==> src/core/sah_pkg.sv <==
// shared constants and types for the converter sequencer and its host
package sah_pkg;
  localparam int unsigned CLK_PERIOD_PS    = 4000;
  localparam int unsigned CONV_TIME_NS_X10 = 47;
  localparam int unsigned ACQ_TIME_NS      = 2000;
  localparam int unsigned MAX_RATE_KSPS    = 135;
  localparam int unsigned EOC_RISE_NS      = 40;
  localparam int unsigned CONV_CYCLES      = (CONV_TIME_NS_X10 * 100000) / CLK_PERIOD_PS;
  localparam int unsigned ACQ_CYCLES       = (ACQ_TIME_NS * 1000 + CLK_PERIOD_PS - 1)
                                             / CLK_PERIOD_PS;
  localparam int unsigned FRAME_CYCLES     = (1000000000 / MAX_RATE_KSPS + CLK_PERIOD_PS - 1)
                                             / CLK_PERIOD_PS;
  localparam int unsigned BR_CYCLES        = (EOC_RISE_NS * 1000 + CLK_PERIOD_PS - 1)
                                             / CLK_PERIOD_PS;
  localparam int unsigned RESULT_W         = 16;
  localparam int unsigned BYTE_W           = 8;
  localparam int unsigned CNT_W            = 12;
  localparam logic [RESULT_W-1:0] RESULT_RST = 16'h0000;
  typedef enum logic [1:0] {SAH_PH_IDLE, SAH_PH_ACQ, SAH_PH_CONV, SAH_PH_DONE} sah_phase_t;
endpackage

==> src/core/sah_if.sv <==
// parallel pins between converter and host
`timescale 1ns/1ps
interface sah_if;
  logic       cs_n;
  logic       read_conv;
  logic       high_byte_select;
  logic       eoc_n;
  logic [7:0] data_o;
  logic       data_oe;
  wire  [7:0] data_bus = data_oe ? data_o : 8'hFF;
  modport dev  (input cs_n, input read_conv, input high_byte_select,
                output eoc_n, output data_o, output data_oe);
  modport host (output cs_n, output read_conv, output high_byte_select,
                input eoc_n, input data_o, input data_oe);
endinterface

==> src/core/sah_device.sv <==
// converter end: edge sequencer, conversion timer, byte-wide output
`timescale 1ns/1ps
// Function
// - first edge, select low: power up, acquire
// - second edge select level picks reference power-down
// - second edge starts conversion
// - third edge, select high: drive result
// - end-of-conversion falls when conversion done
// - conversion completes within 4.7 us
// - host leaves 2 us acquisition
// - host stays below 135 ksps
// - sixteen bits over eight shared lines
// - byte select one gives high byte
// - host reads both bytes, waits release
module sah_device #(
  parameter int unsigned CONV_CYC = sah_pkg::CONV_CYCLES
) (
  input  wire logic                         clk,
  input  wire logic                         rst_n,
  input  wire logic                         clk_en,
  sah_if.dev                                pins,
  input  wire logic [sah_pkg::RESULT_W-1:0] sample_in,
  output logic                              powered,
  output logic                              ref_powered,
  output logic                              acquiring
);
  import sah_pkg::*;

  // ************
  // edge detect
  // ************
  logic                cs_fall;
  logic                cs_rise;
  sah_phase_t          ph_q;
  logic [CNT_W-1:0]    cnt_q;
  logic [RESULT_W-1:0] result_q;
  logic                reading_q;
  logic                eoc_n_q;
  logic                ref_down_q;
  logic                edge2;
  logic                conv_end;
  logic                read_start;
  logic                read_end;
  logic                powered_q;
  logic                ref_powered_q;
  logic                acquiring_q;

  // idle level of the strobe is high, so no false edge follows reset
  sah_edge_det #(
    .IDLE_LVL (1'b1)
  ) sah_edge_det_i (
    .clk    (clk),
    .rst_n  (rst_n),
    .clk_en (clk_en),
    .level  (pins.cs_n),
    .fall   (cs_fall),
    .rise   (cs_rise)
  );

  assign edge2      = (ph_q == SAH_PH_ACQ) & cs_fall;
  assign conv_end   = (ph_q == SAH_PH_CONV) & (cnt_q >= CNT_W'(CONV_CYC - 1));
  assign read_start = (ph_q == SAH_PH_DONE) & cs_fall & pins.read_conv;
  assign read_end   = (ph_q == SAH_PH_DONE) & cs_rise & reading_q;

  // ************
  // sequencer
  // ************
  always_ff @(posedge clk or negedge rst_n) begin
    if (!rst_n) begin
      ph_q <= SAH_PH_IDLE;
    end else if (clk_en) begin
      unique case (ph_q)
        SAH_PH_IDLE: begin
          if (cs_fall && !pins.read_conv) begin
            ph_q <= SAH_PH_ACQ;
          end
        end
        SAH_PH_ACQ: begin
          if (edge2) begin
            ph_q <= SAH_PH_CONV;
          end
        end
        SAH_PH_CONV: begin
          if (conv_end) begin
            ph_q <= SAH_PH_DONE;
          end
        end
        SAH_PH_DONE: begin
          if (read_end) begin
            ph_q <= SAH_PH_IDLE;
          end
        end
      endcase
    end
  end

  // ************
  // conversion timer
  // ************
  always_ff @(posedge clk or negedge rst_n) begin
    if (!rst_n) begin
      cnt_q <= '0;
    end else if (clk_en) begin
      if (edge2) begin
        cnt_q <= '0;
      end else if ((ph_q == SAH_PH_CONV) && !conv_end) begin
        cnt_q <= cnt_q + 1'b1;
      end
    end
  end

  // ************
  // reference and result
  // ************
  always_ff @(posedge clk or negedge rst_n) begin
    if (!rst_n) begin
      ref_down_q <= 1'b0;
    end else if (clk_en) begin
      if (edge2) begin
        ref_down_q <= pins.read_conv;
      end
    end
  end

  always_ff @(posedge clk or negedge rst_n) begin
    if (!rst_n) begin
      result_q <= RESULT_RST;
    end else if (clk_en) begin
      if (conv_end) begin
        result_q <= sample_in;
      end
    end
  end

  // ************
  // end of conversion and read window
  // ************
  always_ff @(posedge clk or negedge rst_n) begin
    if (!rst_n) begin
      eoc_n_q <= 1'b1;
    end else if (clk_en) begin
      if (conv_end) begin
        eoc_n_q <= 1'b0;
      end else if (read_end) begin
        eoc_n_q <= 1'b1;
      end
    end
  end

  always_ff @(posedge clk or negedge rst_n) begin
    if (!rst_n) begin
      reading_q <= 1'b0;
    end else if (clk_en) begin
      if (read_start) begin
        reading_q <= 1'b1;
      end else if (read_end) begin
        reading_q <= 1'b0;
      end
    end
  end

  // ************
  // status outputs
  // ************
  always_ff @(posedge clk or negedge rst_n) begin
    if (!rst_n) begin
      powered_q     <= 1'b0;
      ref_powered_q <= 1'b1;
      acquiring_q   <= 1'b0;
    end else if (clk_en) begin
      powered_q     <= (ph_q != SAH_PH_IDLE);
      ref_powered_q <= ~(ref_down_q & (ph_q == SAH_PH_IDLE));
      acquiring_q   <= (ph_q == SAH_PH_ACQ);
    end
  end

  // ************
  // data lines
  // ************
  logic [BYTE_W-1:0] byte_q;
  always_ff @(posedge clk or negedge rst_n) begin
    if (!rst_n) begin
      byte_q <= '0;
    end else if (clk_en) begin
      byte_q <= pins.high_byte_select ? result_q[RESULT_W-1:BYTE_W]
                                      : result_q[BYTE_W-1:0];
    end
  end

  assign pins.data_o  = byte_q;
  assign pins.data_oe = reading_q & ~pins.cs_n;
  assign pins.eoc_n   = eoc_n_q;
  assign powered      = powered_q;
  assign ref_powered  = ref_powered_q;
  assign acquiring    = acquiring_q;
endmodule

// ************
// strobe edge detector
// ************
module sah_edge_det #(
  parameter logic IDLE_LVL = 1'b1
) (
  input  wire logic clk,
  input  wire logic rst_n,
  input  wire logic clk_en,
  input  wire logic level,
  output logic      fall,
  output logic      rise
);
  logic lvl_q;

  always_ff @(posedge clk or negedge rst_n) begin
    if (!rst_n) begin
      lvl_q <= IDLE_LVL;
    end else if (clk_en) begin
      lvl_q <= level;
    end
  end

  assign fall = lvl_q & ~level;
  assign rise = ~lvl_q & level;
endmodule

==> src/flat_wrapper.sv <==
// flat-port wrapper written by rule: the top's interface ports become plain ports
module sah_device_flat import sah_pkg::*;
#(
  parameter int unsigned CONV_CYC = sah_pkg::CONV_CYCLES
)
  (clk, rst_n, clk_en, sample_in, powered, ref_powered, acquiring, pins_cs_n, pins_read_conv, pins_high_byte_select, pins_eoc_n, pins_data_o, pins_data_oe);
  sah_if pins_i ();
  input  wire logic clk;
  input  wire logic rst_n;
  input  wire logic clk_en;
  input  wire logic [sah_pkg::RESULT_W-1:0] sample_in;
  output logic powered;
  output logic ref_powered;
  output logic acquiring;
  input wire logic [$bits(pins_i.cs_n)-1:0] pins_cs_n;
  input wire logic [$bits(pins_i.read_conv)-1:0] pins_read_conv;
  input wire logic [$bits(pins_i.high_byte_select)-1:0] pins_high_byte_select;
  output wire logic [$bits(pins_i.eoc_n)-1:0] pins_eoc_n;
  output wire logic [$bits(pins_i.data_o)-1:0] pins_data_o;
  output wire logic [$bits(pins_i.data_oe)-1:0] pins_data_oe;
  assign pins_i.cs_n = pins_cs_n;
  assign pins_i.read_conv = pins_read_conv;
  assign pins_i.high_byte_select = pins_high_byte_select;
  assign pins_eoc_n = pins_i.eoc_n;
  assign pins_data_o = pins_i.data_o;
  assign pins_data_oe = pins_i.data_oe;
  sah_device #(.CONV_CYC(CONV_CYC)) u_core (.clk(clk), .rst_n(rst_n), .clk_en(clk_en), .pins(pins_i), .sample_in(sample_in), .powered(powered), .ref_powered(ref_powered), .acquiring(acquiring));
endmodule
==> config.mk <==
export PLATFORM = sky130hd
export DESIGN_NAME = sah_device_flat
export DESIGN_NICKNAME = d
export VERILOG_FILES = /design/src/core/sah_pkg.sv /design/src/core/sah_if.sv /design/src/core/sah_device.sv /design/src/flat_wrapper.sv
export SDC_FILE = /design/constraint.sdc
export NUM_CORES = 1
export LEC_CHECK = 0
export BUFFER_PORTS_ARGS = -buffer_cell sky130_fd_sc_hd__buf_2
export CORE_UTILIZATION = 47
export DETAILED_ROUTE_END_ITERATION = 10
export GPL_ROUTABILITY_DRIVEN = 0
export GPL_TIMING_DRIVEN = 0
export PLACE_DENSITY = 0.78
export SLEW_MARGIN = 20
export SYNTH_ARGS = -nofsm -noshare
export SYNTH_HDL_FRONTEND = slang
export SYNTH_HIERARCHICAL = 1
export SYNTH_SLANG_ARGS = --single-unit
export TNS_END_PERCENT = 50
==> constraint.sdc <==
create_clock -name clk -period 2.8 [get_ports clk]
set_input_delay 0.56 -clock clk [delete_from_list [all_inputs] [get_ports clk]]
set_output_delay 0.56 -clock clk [all_outputs]
set_load 0.01 [all_outputs]
Yosys cells after proc, flatten, opt, wreduce, memory -nomap -nowiden
Cells that the tools add are included.
- order comparisons: 1
- $add $sub $neg: 1
- mux-type cells: 12
- divide/modulo/power cells: 0
- shifts and indexed selects: 0
- bitwise logic cells: 13
- eq/ne operators: 7
- multiply operators: 0
- reduce and logical (&&, ||, !) cells: 15
- operators with widths (cell ; count):
    2-to-1 mux 12 bit ; 2
    adder 12 x 1 -> 12 bit (second input constant) ; 1
    greater-or-equal comparator 12 x 11 -> 1 bit (second input constant) ; 1
    bitwise AND 1 bit ; 10
    AND reduction 2 bit ; 5
    2-to-1 mux 2 bit ; 4
    2-to-1 mux 8 bit ; 1
    != test 2 x 1 -> 1 bit (second input constant) ; 4
    case mux 2 bit (4 select lines) ; 1
    nonzero test 2 bit ; 4
    AND reduction 5 bit ; 1
    equality test 2 bit (second input constant) ; 2
    2-to-1 mux 1 bit ; 4
    NOT 1 bit ; 3
    equality test 2 x 1 -> 1 bit (second input constant) ; 1
    logical AND 1 bit ; 2
    logical NOT 1 bit ; 2
    logical NOT 2 bit ; 1
- bits in latches: 0
- output and inout port bits: 13
- register bits after elaboration: 45
- memory bits (read-only): 0
- memories: 0
- word-level logic and storage cells: 60
- input bits: 22
- memory bits (writable): 0

Depth between registers and ports, before layout
Gate-level depths: netlist of the first run.
- word-level depth: 6
- depth in mapped cells: 8
- mapped depth without buffers: 7

Cells and area by module
Netlist of the first run, hierarchy kept.
- modules (own cells, without submodules) (module ; cells an instance ; sequential area each (sq um) ; instances ; area each (sq um)):
    sah_device ; 191 ; 1103.6 ; 1 ; 2144.6
    sah_edge_det ; 4 ; 26.3 ; 1 ; 53.8

Least setup slack after synthesis of the first run
No wires, ideal clock.
- kind: register to register
- from: register u_core.ph_q[0]
- to: register u_core.result_q[10]
- cell stages (with the launch flop): 8
- slack: 1013 ps
- path buffers: 2
- library setup time: 127 ps
- required time: 2673 ps
- arrival: 1659 ps
- clock period less this slack: 1787 ps
- cell sequence: dfrtp_1 inv_1 ha_1 clkbuf_1 nand2_1 nor2_4 buf_6 mux2_1
- longest elaborated chain between the ends: 3
- ends and longest elaborated chain (item ; line ; source):
    from (decl) ; sah_device.sv:34 ; sah_phase_t ph_q;
    from (signal assigned) ; sah_device.sv:70 ; ph_q <= SAH_PH_IDLE;
    from (signal assigned) ; sah_device.sv:75 ; ph_q <= SAH_PH_ACQ;
    from (signal assigned) ; sah_device.sv:80 ; ph_q <= SAH_PH_CONV;
    equality test 2 bit ; sah_device.sv:61 ; assign conv_end = (ph_q == SAH_PH_CONV) & (cnt_q >= CNT_W'(CONV_CYC - 1));
    bitwise AND 1 bit ; sah_device.sv:61 ;
    AND reduction 2 bit (no line) ; n/a ;
    to (signal assigned) ; sah_device.sv:130 ; result_q <= sample_in;
    to (decl) ; sah_device.sv:36 ; logic [RESULT_W-1:0] result_q;
Every way passes these cells.
A chain may end at the register's enable or synchronous reset.

Worst setup path in the final report of the first run
- from: register u_core.ph_q[0]
- to: register u_core.cnt_q[5]
- longest elaborated chain between the ends: 6
- elaborated cells on any way between the ends: 9
- those cells by class: eq/ne: 2; mux: 1; bitwise: 2; reduce/logical: 4
- ends and longest elaborated chain (item ; line ; source):
    equality test 2 bit ; sah_device.sv:61, sah_device.sv:106 ;
    bitwise AND 1 bit ; sah_device.sv:61 ;
    logical NOT 1 bit ; sah_device.sv:106 ; end else if ((ph_q == SAH_PH_CONV) && !conv_end) begin
    logical AND 1 bit ; sah_device.sv:106 ;
    nonzero test 2 bit (no line) ; n/a ;
    AND reduction 2 bit (no line) ; n/a ;
    to (signal assigned) ; sah_device.sv:107 ; cnt_q <= cnt_q + 1'b1;
    to (decl) ; sah_device.sv:35 ; logic [CNT_W-1:0] cnt_q;
Parallel ways exist; a longest one is shown, timed or not.

==> impl_metrics.env, run 1 <==
export IMPL_cts_setup_buffers=0
export IMPL_worstReg2RegStart="u_core/ph_q[0]"
export IMPL_n_fill_cell=383
export IMPL_grt_pass1_wl_mm=7.64
export IMPL_multi_input_area_um2=993
export IMPL_crit_chain="inv_1 > ha_1 > clkbuf_1 > nand2_1 > o32ai_2 > a31oi_1 > a311oi_1"
export IMPL_dpl_hpwl_mm=2.98
export IMPL_crit_path_max_incr_delay_ns=0.42
export IMPL_cpMaxStageDelayCell="dfrtp_1"
export IMPL_drt_met1_wl_mm=2.04
export IMPL_overflow=0
export IMPL_cts_buffers=5
export IMPL_startpoint="u_core/ph_q[0]"
export IMPL_drtPass1Iterations=4
export IMPL_critPathBufInv=2
export IMPL_yosys_warnings=6
export IMPL_num_rows=24
export IMPL_detail_route_antenna_nets=0
export IMPL_port_buffers=33
export IMPL_syn_inst=195
export IMPL_drc=0
export IMPL_vdd_drop_max_uv=395
export IMPL_grt_max_degree=46
export IMPL_post_route_period_util_pct=74.8
export IMPL_synth_edf_count=0
export IMPL_cts_resized=0
export IMPL_die_area_um2=4950
export IMPL_dr_wl_met2_mm=2.12
export IMPL_vias=1648
export IMPL_drive_gt1_share_pct=27.1
export IMPL_met3WireLength_um=225
export IMPL_cts_sinks=45
export IMPL_timing_final_max_slew_violations=0
export IMPL_ys_flop_type="dfrtp_1"
export IMPL_synth_seq_cells=45
export IMPL_syn_area_per_cell_um2=11.3
export IMPL_register_area_um2=1130
export IMPL_max_slew_margin_rel_pct=54.9
export IMPL_status="completed"
export IMPL_fmax_mhz=478
export IMPL_ios=35
export IMPL_dp_cells=280
export IMPL_fp_dieH_um=70.4
export IMPL_top_layer_used="met4"
export IMPL_cts_root_buf="clkbuf_8"
export IMPL_ys_seq_area_share_pct=51.4
export IMPL_die_x_um=70.4
export IMPL_leakage_nw=1.27
export IMPL_area_growth_pct=14.9
export IMPL_clock_skew_ns=0.00394
export IMPL_crit_type="reg -> reg"
export IMPL_initial_core_util_pct=49.8
export IMPL_final_setup_tns_ns=0
export IMPL_h_tree_depth=2
export IMPL_regToRegSetupSlack_ns=0.71
export IMPL_setup_viol=0
export IMPL_instances_no_fill=288
export IMPL_tightest_slew_ns=0.677
export IMPL_num_antenna_cells=0
export IMPL_grt_usage_pct=19.7
export IMPL_finalHoldViolCount=0
export IMPL_synthArstFlopShare_pct=100
export IMPL_post_drt_via_cell_ratio=5.72
export IMPL_clockBufferDepth=2
export IMPL_core_um2=4410
export IMPL_grt_pass1_vias=1701
export IMPL_min_period_ns=2.09
export IMPL_end_kind="flip-flop"
export IMPL_path_delay_family="compound AO/OA/AOI/OAI gates"
export IMPL_drt_total_wl_mm=4.45
export IMPL_wl_per_cell_um=15.4
export IMPL_crit_arrival_ns=2.28
export IMPL_cts_tree="done"
export IMPL_powerDensity_nw_per_um2=680
export IMPL_crit_required_ns=2.99
export IMPL_nets=263
export IMPL_min_path_type="in -> async"
export IMPL_syn_num_nets=223
export IMPL_grt_setup_unrepaired="false"
export IMPL_startpoint_type="flip-flop"
export IMPL_antenna_found_initial=0
export IMPL_syn_area_um2=2200
export IMPL_crit_fanout=9
export IMPL_drt_iter0_markers=105
export IMPL_path_clk_slew_ns=0.08
export IMPL_ys_types=46
export IMPL_clock_latency_ns=0.30
export IMPL_drv_cap=0
export IMPL_hold_buffers=0
[path summary, 6_finish.rpt]
path | to | cells past startpoint
setup / recovery | u_core/cnt_q[5] | 7
hold / removal | u_core/acquiring | 1
setup reg to reg | u_core/cnt_q[5] | 7
hold reg to reg | u_core/ref_powered | 1
max in group asynchronous | u_core/pins.eoc_n | 1
min in group clk | u_core/ref_powered | 1
[metal layers]
metal,vias up,GRT usage [%]
met2,53,32.5
met4,0,8.89
met5,-,0
li1,785,-
met1,804,24.5
met3,6,4.47
[cell families (layout without fill, tap and decap cells)]
logic type / Yosys count / in the layout / synth area share (%)
simple gates: 61 / 61 / 14.1
flops: 45 / 45 / 51.4
compound gates: 41 / 41 / 13.7
mux: 28 / 28 / 14.1
buf+inv: 14 / 55 / 3.41
fa+ha+maj: 6 / 6 / 3.41
[where the power goes]
part | total (mW) | switching (mW) | internal (mW)
Sequential | 0.820 | 0.0734 | 0.747
Clock | 0.415 | 0.215 | 0.201
Combinational | 0.482 | 0.274 | 0.208
Total | 1.72 | 0.562 | 1.16
[metrics by stage]
stage          hold slack, ns  setup WS [ns]  util, %  power (mW)  cell area, um^2
6_report                0.252          0.706     57.2        1.72             2520
5_1_grt                 0.294          0.546     57.2        1.83             2520
4_1_cts                 0.439          0.697     57.1        1.73             2520
3_5_place_dp            0.426          0.664     55.0        1.31             2430
3_3_place_gp            0.406          0.667     55.0        1.29             2430
2_1_floorplan           0.264           1.01        -        1.17             2200
[placed cells by master, fill, tap and decap left out, types with 4 or more instances in the layout]
cell,netlist,final
a21oi_1,10,10
inv_1,4,4
nor2b_1,4,4
buf_2,0,32
clkbuf_1,5,6
nor2_1,18,18
dfrtp_1,42,42
mux2_2,7,7
a31oi_1,5,5
mux2_1,12,12
nand2_1,17,17
ha_1,6,6
mux2i_1,8,8
nand3_1,7,7
clkbuf_8,0,6
and3_1,5,5
[worst register-to-register path, stage by stage (launching register included)]
cell and delay (ns):
dfrtp_1 0.42, inv_1 0.10, ha_1 0.14, clkbuf_1 0.29
nand2_1 0.20, o32ai_2 0.40, a31oi_1 0.15, a311oi_1 0.29
[final cells by class]
cell class,instances,area share [%]
inverters,5,0.743
clock inverters,1,0.297
well taps,52,2.58
multi-input cells,136,39.3
repair buffers,33,6.64
flip-flops and latches,45,44.7
clock buffers,7,3.42
plain buffers,9,2.23
[synth_stat cells (all sizes together) (2+ instances only)]
master / instances / area share (%)
a31oi: 5 / 1.4
a31o: 2 / 0.80
nand4: 3 / 0.85
mux2i: 8 / 3.6
buf: 4 / 1.7
dfstp: 3 / 3.6
and3: 5 / 1.4
o211ai: 3 / 1.3
a311oi: 2 / 0.80
dfrtp: 42 / 48
nand2: 17 / 2.9
mux2: 20 / 10
a21oi: 10 / 2.3
nand3: 7 / 1.6
o21ai: 6 / 1.5
o22ai: 2 / 0.85
o32ai: 2 / 1.1
ha: 6 / 3.4
nor2b: 4 / 1.1
nor2: 20 / 3.9
clkbuf: 5 / 0.85
inv: 4 / 0.68
a41oi: 2 / 0.80
[flip-flops by register name (all words and copies together) (netlist names)]
name and cells:
u_core/powered 1, u_core/pins.data_o 8, u_core/result_q 16, u_core/pins.eoc_n 1, u_core/ph_q 2, u_core/reading_q 1
u_core/sah_edge_det_i/lvl_q 1, u_core/ref_down_q 1, u_core/cnt_q 12, u_core/ref_powered 1, u_core/acquiring 1
No activity file was read; power rests on OpenSTA's default activity.
==> run 2, diff against run 1 <==
--- a/config.mk
+++ b/config.mk
@@ -5,6 +5,7 @@
 export SDC_FILE = /design/constraint.sdc
 export NUM_CORES = 1
 export LEC_CHECK = 0
+export ABC_AREA = 1
 export BUFFER_PORTS_ARGS = -buffer_cell sky130_fd_sc_hd__buf_2
 export CORE_UTILIZATION = 47
 export DETAILED_ROUTE_END_ITERATION = 10
==> constraint.sdc (replaced) <==
create_clock -name clk -period 2.1 [get_ports clk]
set_input_delay 0.42 -clock clk [delete_from_list [all_inputs] [get_ports clk]]
set_output_delay 0.42 -clock clk [all_outputs]
set_load 0.01 [all_outputs]
==> impl_metrics.env, run 2 <==
export IMPL_detail_route_antenna_nets=0
export IMPL_die_x_um=72.1
export IMPL_area_growth_pct=16.1
export IMPL_final_cell_mix="122 x nand2_1, 42 x dfrtp_1, 38 x nor2_1"
export IMPL_final_common_cell="nand2_1"
export IMPL_top_register="u_core/result_q"
export IMPL_initial_core_util_pct=49.0
export IMPL_syn_area_um2=2310
export IMPL_crit_chain="inv_1 > nor2_1 > nand2_1 > inv_1 > clkbuf_1 > nor3_1 > nand2_1 > nand2_1"
export IMPL_h_tree_depth=2
export IMPL_grt_usage_pct=21.7
export IMPL_synth_most_common_cell="nand2_1"
export IMPL_cts_tree="done"
export IMPL_max_slew_margin_rel_pct=61.6
export IMPL_cts_resized=0
export IMPL_post_route_period_util_pct=79.8
export IMPL_wl_per_cell_um=11.9
export IMPL_crit_required_ns=2.29
export IMPL_post_drt_via_cell_ratio=4.89
export IMPL_die_area_um2=5200
export IMPL_largest_register_ffs=16
export IMPL_min_period_ns=1.68
export IMPL_end_kind="flip-flop"
export IMPL_grt_setup_unrepaired="false"
export IMPL_drc=0
export IMPL_yosys_warnings=6
export IMPL_syn_area_per_cell_um2=7.46
export IMPL_grt_max_degree=46
export IMPL_status="completed"
export IMPL_vdd_drop_max_uv=551
export IMPL_overflow=0
export IMPL_core_um2=4720
export IMPL_antenna_found_initial=0
export IMPL_drive_gt1_share_pct=16.2
export IMPL_drv_cap=0
export IMPL_path_clk_slew_ns=0.09
export IMPL_min_path_type="in -> async"
export IMPL_crit_path_max_incr_delay_ns=0.55
export IMPL_synth_seq_cells=45
export IMPL_fp_dieH_um=72.1
export IMPL_synthArstFlopShare_pct=100
export IMPL_hold_buffers=0
export IMPL_cts_buffers=5
export IMPL_powerDensity_nw_per_um2=1070
export IMPL_final_setup_tns_ns=0
export IMPL_tightest_slew_ns=0.575
export IMPL_synth_top_cells_by_count="122 x nand2_1, 42 x dfrtp_1, 38 x nor2_1"
export IMPL_startpoint_type="flip-flop"
export IMPL_cts_sinks=45
export IMPL_setup_viol=0
export IMPL_finalHoldViolCount=0
export IMPL_vias=2049
export IMPL_seqPwrFrac_pct=48.0
export IMPL_leakage_nw=1.45
export IMPL_syn_inst=310
export IMPL_ys_types=25
export IMPL_cts_setup_buffers=0
export IMPL_grt_pass1_vias=2016
export IMPL_crit_top_cell="nand2_1"
export IMPL_timing_final_max_slew_violations=0
export IMPL_netlist_area_leader_share_pct=45.5
export IMPL_pwr_share_clk_pct=23.3
export IMPL_crit_type="reg -> reg"
export IMPL_nets=379
export IMPL_num_antenna_cells=0
export IMPL_num_rows=25
export IMPL_grt_pass1_wl_mm=8.80
export IMPL_pwr_share_comb_pct=28.7
export IMPL_switchingPower_mw=0.998
export IMPL_synth_top_cell_by_area="dfrtp_1"
export IMPL_syn_num_nets=338
export IMPL_cts_root_buf="clkbuf_8"
export IMPL_ys_flop_type="dfrtp_1"
export IMPL_clock_skew_ns=0.0125
export IMPL_port_buffers=34
export IMPL_drt_total_wl_mm=5.00
export IMPL_clock_latency_ns=0.30
export IMPL_fmax_mhz=597
export IMPL_synth_edf_count=0
export IMPL_dpl_hpwl_mm=3.56
export IMPL_cpMaxStageDelayCell="dfstp_2"
export IMPL_drtPass1Iterations=4
export IMPL_p_int_mw=1.89
export IMPL_p_total_mw=2.88
export IMPL_synth_area_leaders="dfrtp_1 45%, nand2_1 20%, nor2_1 6.2%"
export IMPL_ys_seq_area_share_pct=48.9
export IMPL_drt_iter0_markers=116
export IMPL_crit_fanout=10
export IMPL_crit_arrival_ns=1.87
export IMPL_clockBufferDepth=2
export IMPL_switching_share_pct=34.6
export IMPL_ios=35
## run 2: cell count changes after synthesis, sizes merged, moves of 4 or more
cell | previous run | this run
a21oi | 10 | 5
and3 | 5 | 0
mux2i | 8 | 0
nor2b | 4 | 0
o21ai | 6 | 20
inv | 4 | 27
nor2 | 20 | 39
mux2 | 20 | 0
a31oi | 5 | 1
nand3 | 7 | 22
nand2 | 17 | 125
## run 2: logic make-up after synthesis
logic type	count (synthesis)	synth area share (%)
xor+xnor	1	0.379
flops	45	48.9
fa+ha+maj	6	3.25
buf+inv	35	6.87
simple gates	196	34.6
compound gates	27	6.01
## run 2: through the flow
| stage | worst slack [ns] | utilization, % | hold slack (ns) | std cells | area [um^2] |
|---|---|---|---|---|---|
| after floorplan | 0.650 | - | 0.124 | 310 | 2310 |
| after global placement | 0.459 | 54.3 | 0.426 | 411 | 2570 |
| after detailed placement | 0.435 | 54.3 | 0.431 | 411 | 2570 |
| after CTS | 0.418 | 56.8 | 0.296 | 419 | 2680 |
| after global routing | 0.211 | 56.8 | 0.149 | 419 | 2690 |
| final | 0.425 | 56.8 | 0.110 | 419 | 2690 |
## run 2: final cells by class
class                      instances  area, um^2
sequential                        45        1130
timing repair buffer              34         173
multi-input combinational        230        1020
inverter                          27         106
buffer                             8        52.6
clock buffer                       5        68.8
clock inverter                     3        47.5
fill                             459        2040
tap                               67        83.8
## run 2: worst paths after layout
kind,to,cells after the start,start,slack [ns]
max in group asynchronous,u_core/cnt_q[3],1,rst_n,1.59
setup / recovery,u_core/cnt_q[6],8,u_core/sah_edge_det_i/lvl_q,0.42
min in group clk,u_core/result_q[11],3,sample_in[11],0.31
setup reg to reg,u_core/cnt_q[6],8,u_core/sah_edge_det_i/lvl_q,0.42
hold / removal,u_core/cnt_q[8],1,rst_n,0.11
hold reg to reg,u_core/ref_powered,1,u_core/ref_down_q,0.47
## run 2: metal layers
layer / track usage (%) / vias to the layer above / share of wire (%)
li1: - / 1050 / -
met1: 27.9 / 948 / 45
met2: 37.3 / 46 / 50
met3: 3.19 / 5 / 3.8
met4: 7.63 / 0 / 0.98
met5: 0 / - / 0
## run 2: power by group through the flow
stage	logic [mW]	registers [mW]	clock network, mW
final	0.828	1.38	0.672
after global routing	0.973	1.43	0.727
after CTS	0.835	1.38	0.693
after detailed placement	0.827	1.39	0
after global placement	0.787	1.38	0
after floorplan	0.538	1.39	0
## run 2: worst max-delay path, delay by kind of cell, from the launching register on
kind                   cells  cell delay [ns]
and+or+nand+nor            5             0.49
buffers and inverters      3             0.53
DFF                        1             0.55
